<file path="src/logic/nmba_defines.vh">
// constants for the narrow memory byte lane adapter
`ifndef NMBA_DEFINES_VH
`define NMBA_DEFINES_VH

// ----------------------------------------
// sequencer state codes
// ----------------------------------------
`define NMBA_ST_IDLE 2'h0
`define NMBA_ST_WAIT 2'h1

// ----------------------------------------
// lane and line geometry
// ----------------------------------------
`define NMBA_LANES 4
`define NMBA_ALL_LANES 4'hf
`define NMBA_NO_LANES 4'h0
`define NMBA_LOW_HALF 4'h3
`define NMBA_FILL_WORDS 2'h3

`endif

</file>
<file path="src/logic/nmba_adapter.v">
// narrow memory byte lane adapter: splits operands into bus cycles
// ----------------------------------------
// Overview of operation
// - unaligned operand: high bytes moved first
// - narrow width request: low bytes first
// - 4-byte read at 16 bits: low half first
// - 3-byte part at 16 bits: halfword, byte, then low
// - line fill splits into up to sixteen cycles
// - later cycles within a fill word show remaining lanes only
// - never drive split select patterns
// - both width requests means 8 bits
// - 16-bit request gives two or three cycles
// - 8-bit request gives four byte cycles
// ----------------------------------------
`timescale 1ns/1ps
`include "nmba_defines.vh"
module nmba_adapter (
    // clock and reset
    input wire mclk,
    input wire reset_n,
    // logical request from the core side
    input wire req_valid,
    input wire [31:0] req_addr,
    input wire [2:0] req_len,
    input wire req_fill,
    output reg req_ready_q,
    output reg req_done_q,
    // bus cycle outputs
    output reg cyc_start_q,
    output reg [29:0] word_address_lines,
    output reg [3:0] byte_lane_selects_n,
    output reg [3:0] lanes_moved_q,
    // bus pins from outside, active low
    input wire cyc_ready_n,
    input wire width8_request_n,
    input wire width16_request_n
);

    // ----------------------------------------
    // pin synchronisers
    // ----------------------------------------
    reg [2:0] sync1_q;  // first stage, read only by second
    reg [2:0] sync2_q;  // usable copies
    reg rdy_last_q;     // previous ready level for edge detect

    // hazard: a pin caught mid-change may settle late in the first
    // stage, so nothing but the second stage ever reads the first
    // two flops per pin; all pins share the same delay so width
    // requests line up with the ready they belong to
    always @(posedge mclk) begin
        if (!reset_n) begin
            sync1_q <= 3'h0;
            sync2_q <= 3'h0;
            rdy_last_q <= 1'b0;
        end else begin
            sync1_q <= {~cyc_ready_n, ~width8_request_n, ~width16_request_n};
            sync2_q <= sync1_q;
            rdy_last_q <= sync2_q[2];
        end
    end

    // rising edge of the active high ready; a held ready counts once
    wire rdy_edge;
    assign rdy_edge = sync2_q[2] & ~rdy_last_q;

    // ----------------------------------------
    // request decode
    // ----------------------------------------
    // span_mask covers eight lanes: bits 3:0 are the addressed word,
    // bits 7:4 the following word for an operand that crosses it
    // limitation: operands longer than four bytes are not split here,
    // the core side must hand them over one word at a time
    // byte span of the operand across two words
    reg [7:0] span_mask;
    reg [3:0] len_ones;

    always @* begin
        case (req_len)
            3'h1: len_ones = 4'h1;
            3'h2: len_ones = 4'h3;
            3'h4: len_ones = 4'hf;
            // other lengths treated as a single byte
            default: len_ones = 4'h1;
        endcase
        span_mask = {4'h0, len_ones} << req_addr[1:0];
    end

    // ----------------------------------------
    // lane stepping
    // ----------------------------------------
    // the stepper is pure logic on lanes_q and the synced width requests;
    // its result is only taken on the ready edge, so a width request that
    // wanders between cycles cannot tear a cycle in two
    reg [3:0] lanes_q;     // lanes still wanted in this portion
    wire [3:0] step_moved;
    wire [3:0] step_left;

    nmba_lane_step u_step (
        .lanes_wanted(lanes_q),
        .narrow8(sync2_q[1]),
        .narrow16(sync2_q[0]),
        .lanes_moved(step_moved),
        .lanes_left(step_left)
    );

    // ----------------------------------------
    // sequencer
    // ----------------------------------------
    // one operand at a time: idle accepts, wait walks the bus cycles
    // an operand has at most two portions (high word, then low word); a
    // line fill has four, one per word, each split further by width
    reg [1:0] state_q;      // idle or waiting on a bus cycle
    reg fill_q;             // current request is a line fill
    reg [1:0] parts_left_q; // portions after the current one
    reg [3:0] low_part_q;   // lanes of the low word of an unaligned operand

    always @(posedge mclk) begin
        if (!reset_n) begin
            state_q <= `NMBA_ST_IDLE;
            fill_q <= 1'b0;
            parts_left_q <= 2'h0;
            low_part_q <= `NMBA_NO_LANES;
            lanes_q <= `NMBA_NO_LANES;
            req_ready_q <= 1'b0;
            req_done_q <= 1'b0;
            cyc_start_q <= 1'b0;
            word_address_lines <= 30'h0;
            byte_lane_selects_n <= `NMBA_ALL_LANES;
            lanes_moved_q <= `NMBA_NO_LANES;
        end else begin
            // pulses default low
            req_done_q <= 1'b0;
            cyc_start_q <= 1'b0;
            lanes_moved_q <= `NMBA_NO_LANES;
            case (state_q)
                `NMBA_ST_IDLE: begin
                    req_ready_q <= 1'b1;
                    byte_lane_selects_n <= `NMBA_ALL_LANES;
                    if (req_valid && req_ready_q) begin
                        req_ready_q <= 1'b0;
                        cyc_start_q <= 1'b1;
                        state_q <= `NMBA_ST_WAIT;
                        fill_q <= req_fill;
                        if (req_fill) begin
                            // four words from the line base
                            parts_left_q <= `NMBA_FILL_WORDS;
                            word_address_lines <= {req_addr[31:4], 2'h0};
                            lanes_q <= `NMBA_ALL_LANES;
                            // first fill cycle shows every lane
                            byte_lane_selects_n <= `NMBA_NO_LANES;
                        end else if (span_mask[7:4] != `NMBA_NO_LANES) begin
                            parts_left_q <= 2'h1;
                            word_address_lines <= req_addr[31:2] + 30'h1;
                            lanes_q <= span_mask[7:4];
                            low_part_q <= span_mask[3:0];
                            byte_lane_selects_n <= ~span_mask[7:4];
                        end else begin
                            // aligned, one portion
                            parts_left_q <= 2'h0;
                            word_address_lines <= req_addr[31:2];
                            lanes_q <= span_mask[3:0];
                            byte_lane_selects_n <= ~span_mask[3:0];
                        end
                    end
                end
                // a ready held low counts once; the pin must rise between
                // cycles, which costs a cycle but never double counts
                `NMBA_ST_WAIT: begin
                    if (rdy_edge) begin
                        lanes_moved_q <= step_moved;
                        if (step_left != `NMBA_NO_LANES) begin
                            // remaining upper lanes in the next cycle
                            lanes_q <= step_left;
                            byte_lane_selects_n <= ~step_left;
                            cyc_start_q <= 1'b1;
                        end else if (parts_left_q != 2'h0) begin
                            parts_left_q <= parts_left_q - 2'h1;
                            cyc_start_q <= 1'b1;
                            if (fill_q) begin
                                // next word of the line, all lanes
                                word_address_lines <= word_address_lines + 30'h1;
                                lanes_q <= `NMBA_ALL_LANES;
                                byte_lane_selects_n <= `NMBA_NO_LANES;
                            end else begin
                                // low bytes of the operand last
                                word_address_lines <= word_address_lines - 30'h1;
                                lanes_q <= low_part_q;
                                byte_lane_selects_n <= ~low_part_q;
                            end
                        end else begin
                            // operand finished, release the bus
                            lanes_q <= `NMBA_NO_LANES;
                            byte_lane_selects_n <= `NMBA_ALL_LANES;
                            req_done_q <= 1'b1;
                            state_q <= `NMBA_ST_IDLE;
                        end
                    end
                end
                default: begin
                    // stray code recovers to idle
                    state_q <= `NMBA_ST_IDLE;
                end
            endcase
        end
    end

endmodule

</file>
<file path="src/logic/nmba_lane_step.v">
// lane stepper: lanes moved and lanes left after one bus cycle
`timescale 1ns/1ps
module nmba_lane_step (
    // lanes wanted this cycle, active high, contiguous
    input wire [3:0] lanes_wanted,
    // width requests seen at cycle end, active high
    input wire narrow8,
    input wire narrow16,
    // result
    output reg [3:0] lanes_moved,
    output reg [3:0] lanes_left
);

    // lowest wanted lane as a one-hot mask
    wire [3:0] lowest_lane;
    assign lowest_lane = lanes_wanted & (~lanes_wanted + 4'h1);

    // ----------------------------------------
    // width split
    // ----------------------------------------
    // removal always from the low end keeps the remainder contiguous
    always @* begin
        if (narrow8) begin
            lanes_moved = lowest_lane;
        end else if (narrow16) begin
            if ((lanes_wanted & `NMBA_LOW_HALF) != `NMBA_NO_LANES) begin
                lanes_moved = lanes_wanted & `NMBA_LOW_HALF;
            end else begin
                lanes_moved = lanes_wanted;
            end
        end else begin
            // full width, all in one cycle
            lanes_moved = lanes_wanted;
        end
        lanes_left = lanes_wanted & ~lanes_moved;
    end

endmodule

</file>
<file path="config.mk">
export PLATFORM = sky130hd
export DESIGN_NAME = nmba_adapter
export DESIGN_NICKNAME = d
export VERILOG_FILES = /design/src/logic/nmba_adapter.v /design/src/logic/nmba_lane_step.v
export VERILOG_INCLUDE_DIRS = /design/src /design/src/logic
export SDC_FILE = /design/constraint.sdc
export NUM_CORES = 1
export LEC_CHECK = 0
export ABC_CLOCK_PERIOD_IN_PS = 3300
export BUFFER_PORTS_ARGS = -buffer_cell sky130_fd_sc_hd__buf_4
export CORE_UTILIZATION = 50
export DETAILED_ROUTE_END_ITERATION = 8
export PLACE_DENSITY = 0.85
export SYNTH_ARGS = -nofsm -noshare
export SYNTH_HDL_FRONTEND = slang
export SYNTH_SLANG_ARGS = --single-unit
</file>
<file path="constraint.sdc">
create_clock -name mclk -period 3.3 [get_ports mclk]
set_input_delay 0.33 -clock mclk [delete_from_list [all_inputs] [get_ports mclk]]
set_output_delay 0.33 -clock mclk [all_outputs]
set_load 0.01 [all_outputs]
</file>
# Yosys cells after proc, flatten, opt, wreduce, memory -nomap -nowiden
# Index checks and enable logic that the tools add are counted.
dict set report classes {
  addsub 5
  n_eq_ne 8
  shift 1
  n_mux 47
  bitwise 17
  n_reduce_logical 15
}
# operator count
set op_table {}
lappend op_table {{2-to-1 mux 30 bit} 7}
lappend op_table {{2-to-1 mux 4 bit} 17}
lappend op_table {{adder 30 x 1 -> 30 bit, second input constant} 2}
lappend op_table {{one-hot mux 30 bit (2 select lines)} 1}
lappend op_table {{subtractor 30 x 1 -> 30 bit, second input constant} 1}
lappend op_table {{inverter 4 bit} 6}
lappend op_table {{one-hot mux 4 bit (2 select lines)} 3}
lappend op_table {{2-to-1 mux 2 bit} 9}
lappend op_table {{nonzero test 4 bit} 3}
lappend op_table {{inequality test 2 bit, second input constant} 5}
lappend op_table {{AND 4 bit} 2}
lappend op_table {{inverter 1 bit} 8}
lappend op_table {{one-hot mux 2 bit (2 select lines)} 2}
lappend op_table {{AND reduction 4 bit} 2}
lappend op_table {{<< shifter 4 x 2 -> 8 bit} 1}
lappend op_table {{2-to-1 mux 1 bit} 7}
lappend op_table {{AND reduction 3 bit} 2}
lappend op_table {{AND reduction 5 bit} 1}
lappend op_table {{adder 4 x 1 -> 4 bit, second input constant} 1}
lappend op_table {{AND reduction 2 bit} 2}
lappend op_table {{nonzero test 2 bit} 2}
lappend op_table {{OR reduction 4 bit} 1}
lappend op_table {{== test 3 x 2 -> 1 bit, second input constant} 1}
lappend op_table {{== test 3 bit, second input constant} 1}
lappend op_table {{6 further kinds} 6}
dict set report word_totals {
  reg_bits 61
  in_bits 42
  out_inout_bits 41
  word_cells 107
}

# Longest topological paths before layout
# Gate-level depths: netlist of the first run.
dict set report logic_depth {
  depth_word 10
  mapped_depth 13
  mapped_depth_nobuf 11
}

# Modules after synthesis
# From an unflattened synthesis of the first run, not the netlist that was laid out.
dict set report hier_totals {
  cells_unflattened 651
  area_unflattened_um2 4904.7
}
# module n_inst cells_each area_per_inst_um2 seq_area_each_um2
set by_module_without_submodules {}
lappend by_module_without_submodules {nmba_adapter 1 639 4825.9 1201.2}
lappend by_module_without_submodules {nmba_lane_step 1 12 78.8 0.0}

# Worst setup path before layout of the first run
# No wires, ideal clock.
dict set report synth_path {
  kind {reg-to-reg}
  startpoint {register fill_q}
  endpoint {register word_address_lines[25]}
  setup_ns 0.124
  t_arrival_ns 3.211
  required_time_ns 3.176
  setup_slack_ns -0.036
  path_stages_with_launch 14
  n_path_buf 2
  synth_period_minus_slack_ns 3.336
  cell_sequence {dfxtp_1 -> clkbuf_1 -> inv_1 -> ha_1 -> buf_6 -> nand4_1 -> nor2_1 -> or4_1 -> a31o_2 -> a2bb2oi_1 -> a221oi_4 -> xor2_1 -> a21oi_1 -> o2bb2ai_1}
}
dict set report synth_between {
  elab_chain_len 5
}
# item line_no
set synth_rtl {}
lappend synth_rtl {{start: declaration} nmba_adapter.v:113} ;# reg fill_q;
lappend synth_rtl {{start signal: assignment} nmba_adapter.v:143} ;# fill_q <= req_fill;
lappend synth_rtl {{2-to-1 mux 30 bit} nmba_adapter.v:179} ;# if (fill_q) begin
lappend synth_rtl {{2-to-1 mux 30 bit} nmba_adapter.v:176} ;# end else if (parts_left_q != 2'h0) begin
lappend synth_rtl {{2-to-1 mux 30 bit} nmba_adapter.v:171} ;# if (step_left != `NMBA_NO_LANES) begin
lappend synth_rtl {{2-to-1 mux 30 bit} nmba_adapter.v:169} ;# if (rdy_edge) begin
lappend synth_rtl {{one-hot mux 30 bit (2 select lines)} nmba_adapter.v:135} ;# case (state_q)
lappend synth_rtl {{end signal: assignment} nmba_adapter.v:147} ;# word_address_lines <= {req_addr[31:4], 2'h0};
lappend synth_rtl {{end signal: assignment} nmba_adapter.v:181} ;# word_address_lines <= word_address_lines + 30'h1;
lappend synth_rtl {{end signal: assignment} nmba_adapter.v:186} ;# word_address_lines <= word_address_lines - 30'h1;
lappend synth_rtl {{end: declaration} nmba_adapter.v:30} ;# output reg [29:0] word_address_lines,
# No other way between the ends. The select of a mux whose other input is x is not followed.
# A chain may end at the register's enable or synchronous reset.

# Worst setup path after layout of the first run
# Same ends and word-level chain as after synthesis.

==> results of run 1 <==
final cells by class:
type | instances | area, um^2
Fill cell | 739 | 3140
Clock buffer | 9 | 124
Multi-Input combinational cell | 511 | 3390
Sequential cell | 60 | 1200
Clock inverter | 7 | 82.6
Timing Repair Buffer | 97 | 741
Inverter | 19 | 75.1
Tap cell | 108 | 135
cell usage after synthesis, drive strengths merged (7+ instances only):
master,count,area [um^2]
nand3,15,75.1
o21a,9,67.6
a21oi,37,185
nand2b,9,56.3
xnor2,21,184
nand2,75,282
inv,19,71.3
o211ai,9,67.6
a211oi,9,67.6
a21boi,11,82.6
dfxtp,60,1200
o221ai,9,78.8
buf,8,45.0
a31oi,7,43.8
and3,14,92.6
ha,30,375
a21o,8,60.1
clkbuf,20,75.1
nand4,16,106
xor2,26,228
nor2b,17,106
and2,18,113
nor2,56,213
o21ai,51,255
timing repair:
| item | CTS | global route |
|---|---|---|
| pin swaps | 0 | 2 |
| setup buffers | 4 | 3 |
| gates resized for setup | 0 | 6 |
| endpoints found under the setup margin | 4 | 8 |
kinds of logic (layout without fill, tap and decap cells):
kind of cell	Yosys count	after routing	synth area share [%]
flip-flops	60	60	25.6
XOR/XNOR	47	47	8.78
AO/OA/AOI/OAI	184	184	26.0
buffers and inverters	47	132	4.08
multiplexers	5	5	1.07
AND/OR/NAND/NOR	243	243	25.8
adder cells (fa/ha/maj)	32	32	8.65
layer usage:
layer | wire, um | vias to the layer above | share of wire, %
met3 | 1210 | 35 | 8.8
met5 | 0 | - | 0
met4 | 320 | 0 | 2.3
met2 | 6440 | 249 | 47
met1 | 5750 | 2354 | 42
li1 | - | 2397 | -
cells in the final DEF, fill, tap and decap left out, drive strengths merged, types with 8 or more instances in the layout:
cell type,count
o21ai,51
clkbuf,9
and3,14
o21a,9
o221ai,9
inv,22
a21boi,11
a21o,8
dfxtp,60
a211oi,9
ha,30
o211ai,9
nand4,16
nor2b,17
nand2b,9
and2,18
nand3,15
a21oi,37
buf,97
nand2,75
nor2,56
xnor2,21
xor2,26
sequential cells by signal (all words and copies together) (netlist names), 2 cells and up:
name and count:
sync2_q 3, low_part_q 4, lanes_q 4, parts_left_q 2
word_address_lines 30, sync1_q 3, byte_lane_selects_n 4, lanes_moved_q 4
power by group:
part	total, mW	switching [mW]	leakage, nW	internal, mW
logic	1.06	0.576	1.84	0.484
registers	0.818	0.0478	0.490	0.770
clock network	0.718	0.356	0.0988	0.362
through the flow:
stage	utilization (%)	setup TNS (ns)	hold WS (ns)
after floorplan	-	0	0.402
after global routing	64.7	-0.0970	0.124
after detailed placement	61.3	-0.0373	0.431
after CTS	64.1	0	0.110
after global placement	61.3	0	0.419
final	64.7	0	0.128
path summary, 6_finish.rpt:
kind,endpoint,slack [ns],cells after the start
worst max-delay path,word_address_lines[25]$_SDFFE_PN0P_,0.13,12
worst min-delay path,sync1_q[0]$_SDFF_PN0_,0.13,2
worst max register to register,word_address_lines[25]$_SDFFE_PN0P_,0.13,12
worst min register to register,sync2_q[1]$_SDFF_PN0_,0.45,1
==> qor.yml, run 1 <==
outcome:
  status: "complete, no violations"
sta:
  fin_skew_ns: 0.0121
  drv_slew: 0
  tightest_slew_ns: 1.17
  finalCriticalPeriod_ns: 3.17
  setup_slack_ns: 0.133
  setup_viol_count_final: 0
  fmax_mhz: 316
  hold_viol: 0
  slew_headroom_pct: 22.2
  timing.final.crit_share_pct: 96.0
synth:
  ys_types: 66
  ys.flop_type: "dfxtp_1"
  synth_warnings: 0
  synth_seq_area_share_pct: 25.6
  async_flop_share_pct: 0
  ys_seq_elements: 60
  syn_nets: 691
  syn_inst: 618
  avgSynthCellArea_um2: 7.59
  syn_area_um2: 4690
  synth_edf_count: 0
cells_and_area:
  instances_no_fill: 811
  nets: 771
  syn2layout_area_growth_pct: 22.7
  design_area_um2: 5750
  drive_gt1_share_pct: 19.2
  diodes: 0
worst_setup_path:
  path_class: "reg2reg"
  cp_slowest_cell: "or4_1"
  critPathLaunch: "fill_q$_SDFFE_PN0P_"
  cp.required_ns: 3.54
  r2r_start: "fill_q$_SDFFE_PN0P_"
  crit_path_max_fanout: 8
  critPathTopFamily: "compound AO/OA/AOI/OAI gates"
  crit_buf_inv: 2
  cp_slowest_stage_delay_ns: 0.51
  arrival_ns: 3.41
  end_kind: "register"
  critPathLaunchType: "register"
  crit_chain: "clkinvlp_4 -> buf_12 -> ha_4 -> a21oi_1 -> nor2_1 -> or4_1 -> a31o_2 -> a2bb2oi_2 -> a221oi_4 -> xor2_1 -> a21oi_1 -> o2bb2ai_1"
  cp_common_cell: "a21oi_1"
power_and_ir_drop:
  total_power_mw: 2.60
  irDropWorstVdd_mv: 0.264
  p_per_area_nw_per_um2: 451
  p_leak_nw: 2.43
global_route:
  busiest_layer: "met2"
  grt_max_degree: 56
  grt-ovfl-total: 0
  use_met2_pct: 46.8
  grt_pass1_wl_mm: 22.3
  met3_usage_pct: 5.74
  grt_pass1_vias: 4680
  antenna_found_initial: 0
  grt_use_total_pct: 28.4
  grtUsageMet1_pct: 36.7
placement:
  place_area_um2: 5450
  hpwl_mm: 9.81
  port_buffers: 82
  dp_slack_ns: -0.0373
  gp_congestion: 0.911
  dpl.cell_count: 788
flow_run:
  cap_viol_max_count: 0
cts:
  hold_buffers: 0
  cts_tree: "yes"
  htreeDepth: 3
  path_clk_slew_ns: 0.08
  cts_num_sinks: 60
  cts-root-buf: "clkbuf_8"
  max-clock-path-buffers: 2
  clock_latency_ns: 0.35
  numCtsBuffers: 9
die:
  rows: 34
  die-area_um2: 9770
  fp.dieW_um: 98.8
  io_pins: 83
  core_um2: 8890
  start_util_pct: 52.7
  die_h_um: 98.8
routing:
  drt_pass1_iterations: 5
  wl_mm: 13.7
  drt-wirelength-per-cell_um: 16.9
  via_per_inst: 6.21
  drt_iter0_drc: 344
  drc: 0
  num_vias: 5035
  drtAntennaViolNets: 0
hold_path:
  hold_class: "in2reg"
  hold_start: "width16_request_n"
Note: power is estimated with default switching activity, not from simulation.
==> run 2: changes to the inputs <==
Settings changed: PLACE_DENSITY 0.85 to 0.8.
==> run 2 against run 1 <==
Compared with the run above: count of clock-buffer cells in the layout stayed put; sequential power hardly changed; fmax is 2.0% higher; die area stayed put; largest cell class unchanged; global-route usage is 0.063 points higher; first-iteration DRC count is 34% lower; combinational power hardly changed; core utilization is 0.61 points lower.
==> qor.yml, run 2 (synthesized netlist as in run 1, its figures left out) <==
cts:
  max-clock-path-buffers: 2  # unchanged
  cts-root-buf: "clkbuf_8"  # unchanged
  htreeDepth: 3  # unchanged
  cts_tree: "yes"  # unchanged
  clock_latency_ns: 0.35  # about the same
  numCtsBuffers: 9  # unchanged
  cts_num_sinks: 60  # unchanged
  path_clk_slew_ns: 0.08  # about the same
global_route:
  grt_pass1_wl_mm: 22.6  # was 22.3 mm
  antenna_found_initial: 0  # unchanged
  grt_pass1_vias: 4804  # was 4680
  grt_use_total_pct: 28.4  # about the same
  grt_max_degree: 56  # unchanged
  grt-ovfl-total: 0  # unchanged
hold_path:
  hold_class: "in2reg"  # unchanged
cells_and_area:
  nets: 771  # unchanged
  design_area_um2: 5700  # was 5750 um^2
  largest_reg_flops: 30  # unchanged
  final_cell_mix: "buf_4 (97), nand2_1 (75), dfxtp_1 (60)"  # was buf_4 (96), nand2_1 (75), dfxtp_1 (59)
  diodes: 0  # unchanged
  drive_gt1_share_pct: 19.1  # was 19.2%
  final_common_cell: "buf_4"  # unchanged
  top_register: "word_address_lines"  # unchanged
  syn2layout_area_growth_pct: 21.5  # was 22.7%
worst_setup_path:
  crit_path_max_fanout: 5  # was 8
  end_kind: "register"  # unchanged
  cp_slowest_cell: "dfxtp_1"  # was or4_1
  critPathLaunchType: "register"  # unchanged
  arrival_ns: 3.31  # was 3.41 ns
  cp.required_ns: 3.51  # was 3.54 ns
  path_class: "reg2reg"  # unchanged
  crit_chain: "clkinvlp_4 -> buf_4 -> ha_1 -> a211o_1 -> a211oi_1 -> nor2_1 -> a31o_2 -> a2bb2oi_2 -> a221oi_4 -> xor2_1 -> a21oi_1 -> o2bb2ai_1"  # was clkinvlp_4 -> buf_12 -> ha_4 -> a21oi_1 -> nor2_1 -> or4_1 -> a31o_2 -> a2bb2oi_2 -> a221oi_4 -> xor2_1 -> a21oi_1 -> o2bb2ai_1
  cp_slowest_stage_delay_ns: 0.38  # was 0.51 ns
sta:
  finalCriticalPeriod_ns: 3.11  # was 3.17 ns
  setup_slack_ns: 0.194  # was 0.133 ns
  fmax_mhz: 322  # was 316 MHz
  slew_headroom_pct: 24.1  # was 22.2%
  setup_viol_count_final: 0  # unchanged
  fin_hold_ws_ns: 0.126  # was 0.128 ns
  hold_viol: 0  # unchanged
  tightest_slew_ns: 1.14  # was 1.17 ns
  fin_skew_ns: 0.0140  # was 0.0121 ns
  timing.final.crit_share_pct: 94.1  # was 96.0%
  drv_slew: 0  # unchanged
  finalSetupTns_ns: 0  # unchanged
routing:
  drc: 0  # unchanged
  num_vias: 4882  # was 5035
  via_per_inst: 6.02  # was 6.21
  drt_iter0_drc: 227  # was 344
  drt_pass1_iterations: 5  # unchanged
  drt-wirelength-per-cell_um: 16.6  # was 16.9 um
  drtAntennaViolNets: 0  # unchanged
  wl_mm: 13.5  # was 13.7 mm
power_and_ir_drop:
  irDropWorstVdd_mv: 0.245  # was 0.264 mV
  p_per_area_nw_per_um2: 437  # was 451 nW/um^2
  p_leak_nw: 2.41  # was 2.43 nW
placement:
  dp_slack_ns: -0.00539  # was -0.0373 ns
  port_buffers: 82  # unchanged
  place_area_um2: 5460  # was 5450 um^2
  hpwl_mm: 9.98  # was 9.81 mm
  gp_congestion: 0.957  # was 0.911
die:
  core_um2: 8890  # unchanged
  die-area_um2: 9770  # unchanged
  fp.dieW_um: 98.8  # unchanged
  die_h_um: 98.8  # unchanged
  start_util_pct: 52.7  # unchanged
  io_pins: 83  # unchanged
  rows: 34  # unchanged
flow_run:
  cap_viol_max_count: 0  # unchanged
outcome:
  status: "complete, no violations"  # unchanged
-- run 2: changes by cell type in the layout (fill, tap and decap cells not counted) --
cell and delta:
buf_4 +1, clkinv_2 +2, buf_12 -1, dfxtp_1 +1, ha_4 -1, a21oi_1 -1
inv_8 -1, clkinv_4 +1, ha_1 +1, dfxtp_2 -1, a21oi_2 +1, bufinv_16 -1
inv_6 -1
-- run 2: per-layer routing --
layer  vias up  GRT usage [%]  share of wire (%)
met5         -              0                  0
li1       2399              -                  -
met3        22           4.54                7.8
met2       196           47.0                 45
met4         0           9.87                1.9
met1      2265           37.6                 45
-- run 2: final timing paths --
check	start	end	slack [ns]	cells past startpoint
max	fill_q$_SDFFE_PN0P_	word_address_lines[25]$_SDFFE_PN0P_	0.19	12
min	width16_request_n	sync1_q[0]$_SDFF_PN0_	0.13	2
max reg2reg	fill_q$_SDFFE_PN0P_	word_address_lines[25]$_SDFFE_PN0P_	0.19	12
min reg2reg	sync1_q[2]$_SDFF_PN0_	sync2_q[2]$_SDFF_PN0_	0.45	1
-- run 2: layout make-up --
cell class                 instances  area, um^2
tap                              108         135
fill                             781        3190
clock inverter                     7        51.3
clock buffer                       9         124
multi-input combinational        511        3380
inverter                          19        75.1
timing repair buffer              97         728
sequential                        60        1200
-- run 2: power breakdown --
part | internal [mW] | switching [mW] | leakage, nW | total (mW)
clock | 0.276 | 0.338 | 0.0860 | 0.614
sequential | 0.770 | 0.0462 | 0.490 | 0.816
combinational | 0.482 | 0.579 | 1.83 | 1.06
total | 1.53 | 0.963 | 2.41 | 2.49
-- run 2: timing repair --
item / in CTS / in global routing
cloned: 0 / 0
endpoints found under the hold margin: 0 / 0
setup buffers: 4 / 2
gates resized for setup: 0 / 5
hold buffers: 0 / 0
setup endpoints to repair: 1 / 3
pin swaps: 0 / 1
-- run 2: critical path: cells and delay by family (launching register included) --
| family | cells | cell delay, ns |
|---|---|---|
| XOR/XNOR | 1 | 0.17 |
| AND/OR/NAND/NOR | 1 | 0.12 |
| buffers and inverters | 2 | 0.33 |
| AO/OA/AOI/OAI | 7 | 1.68 |
| adder cells (fa/ha/maj) | 1 | 0.29 |
| flip-flops | 1 | 0.38 |
-- run 2: per-stage QoR --
step | utilization (%) | power [mW] | instances
global route | 64.1 | 2.64 | 811
global placement | 61.4 | 1.82 | 789
detailed placement | 61.4 | 1.84 | 789
finish | 64.1 | 2.49 | 811
floorplan | - | 1.55 | 618
CTS | 63.7 | 2.46 | 809
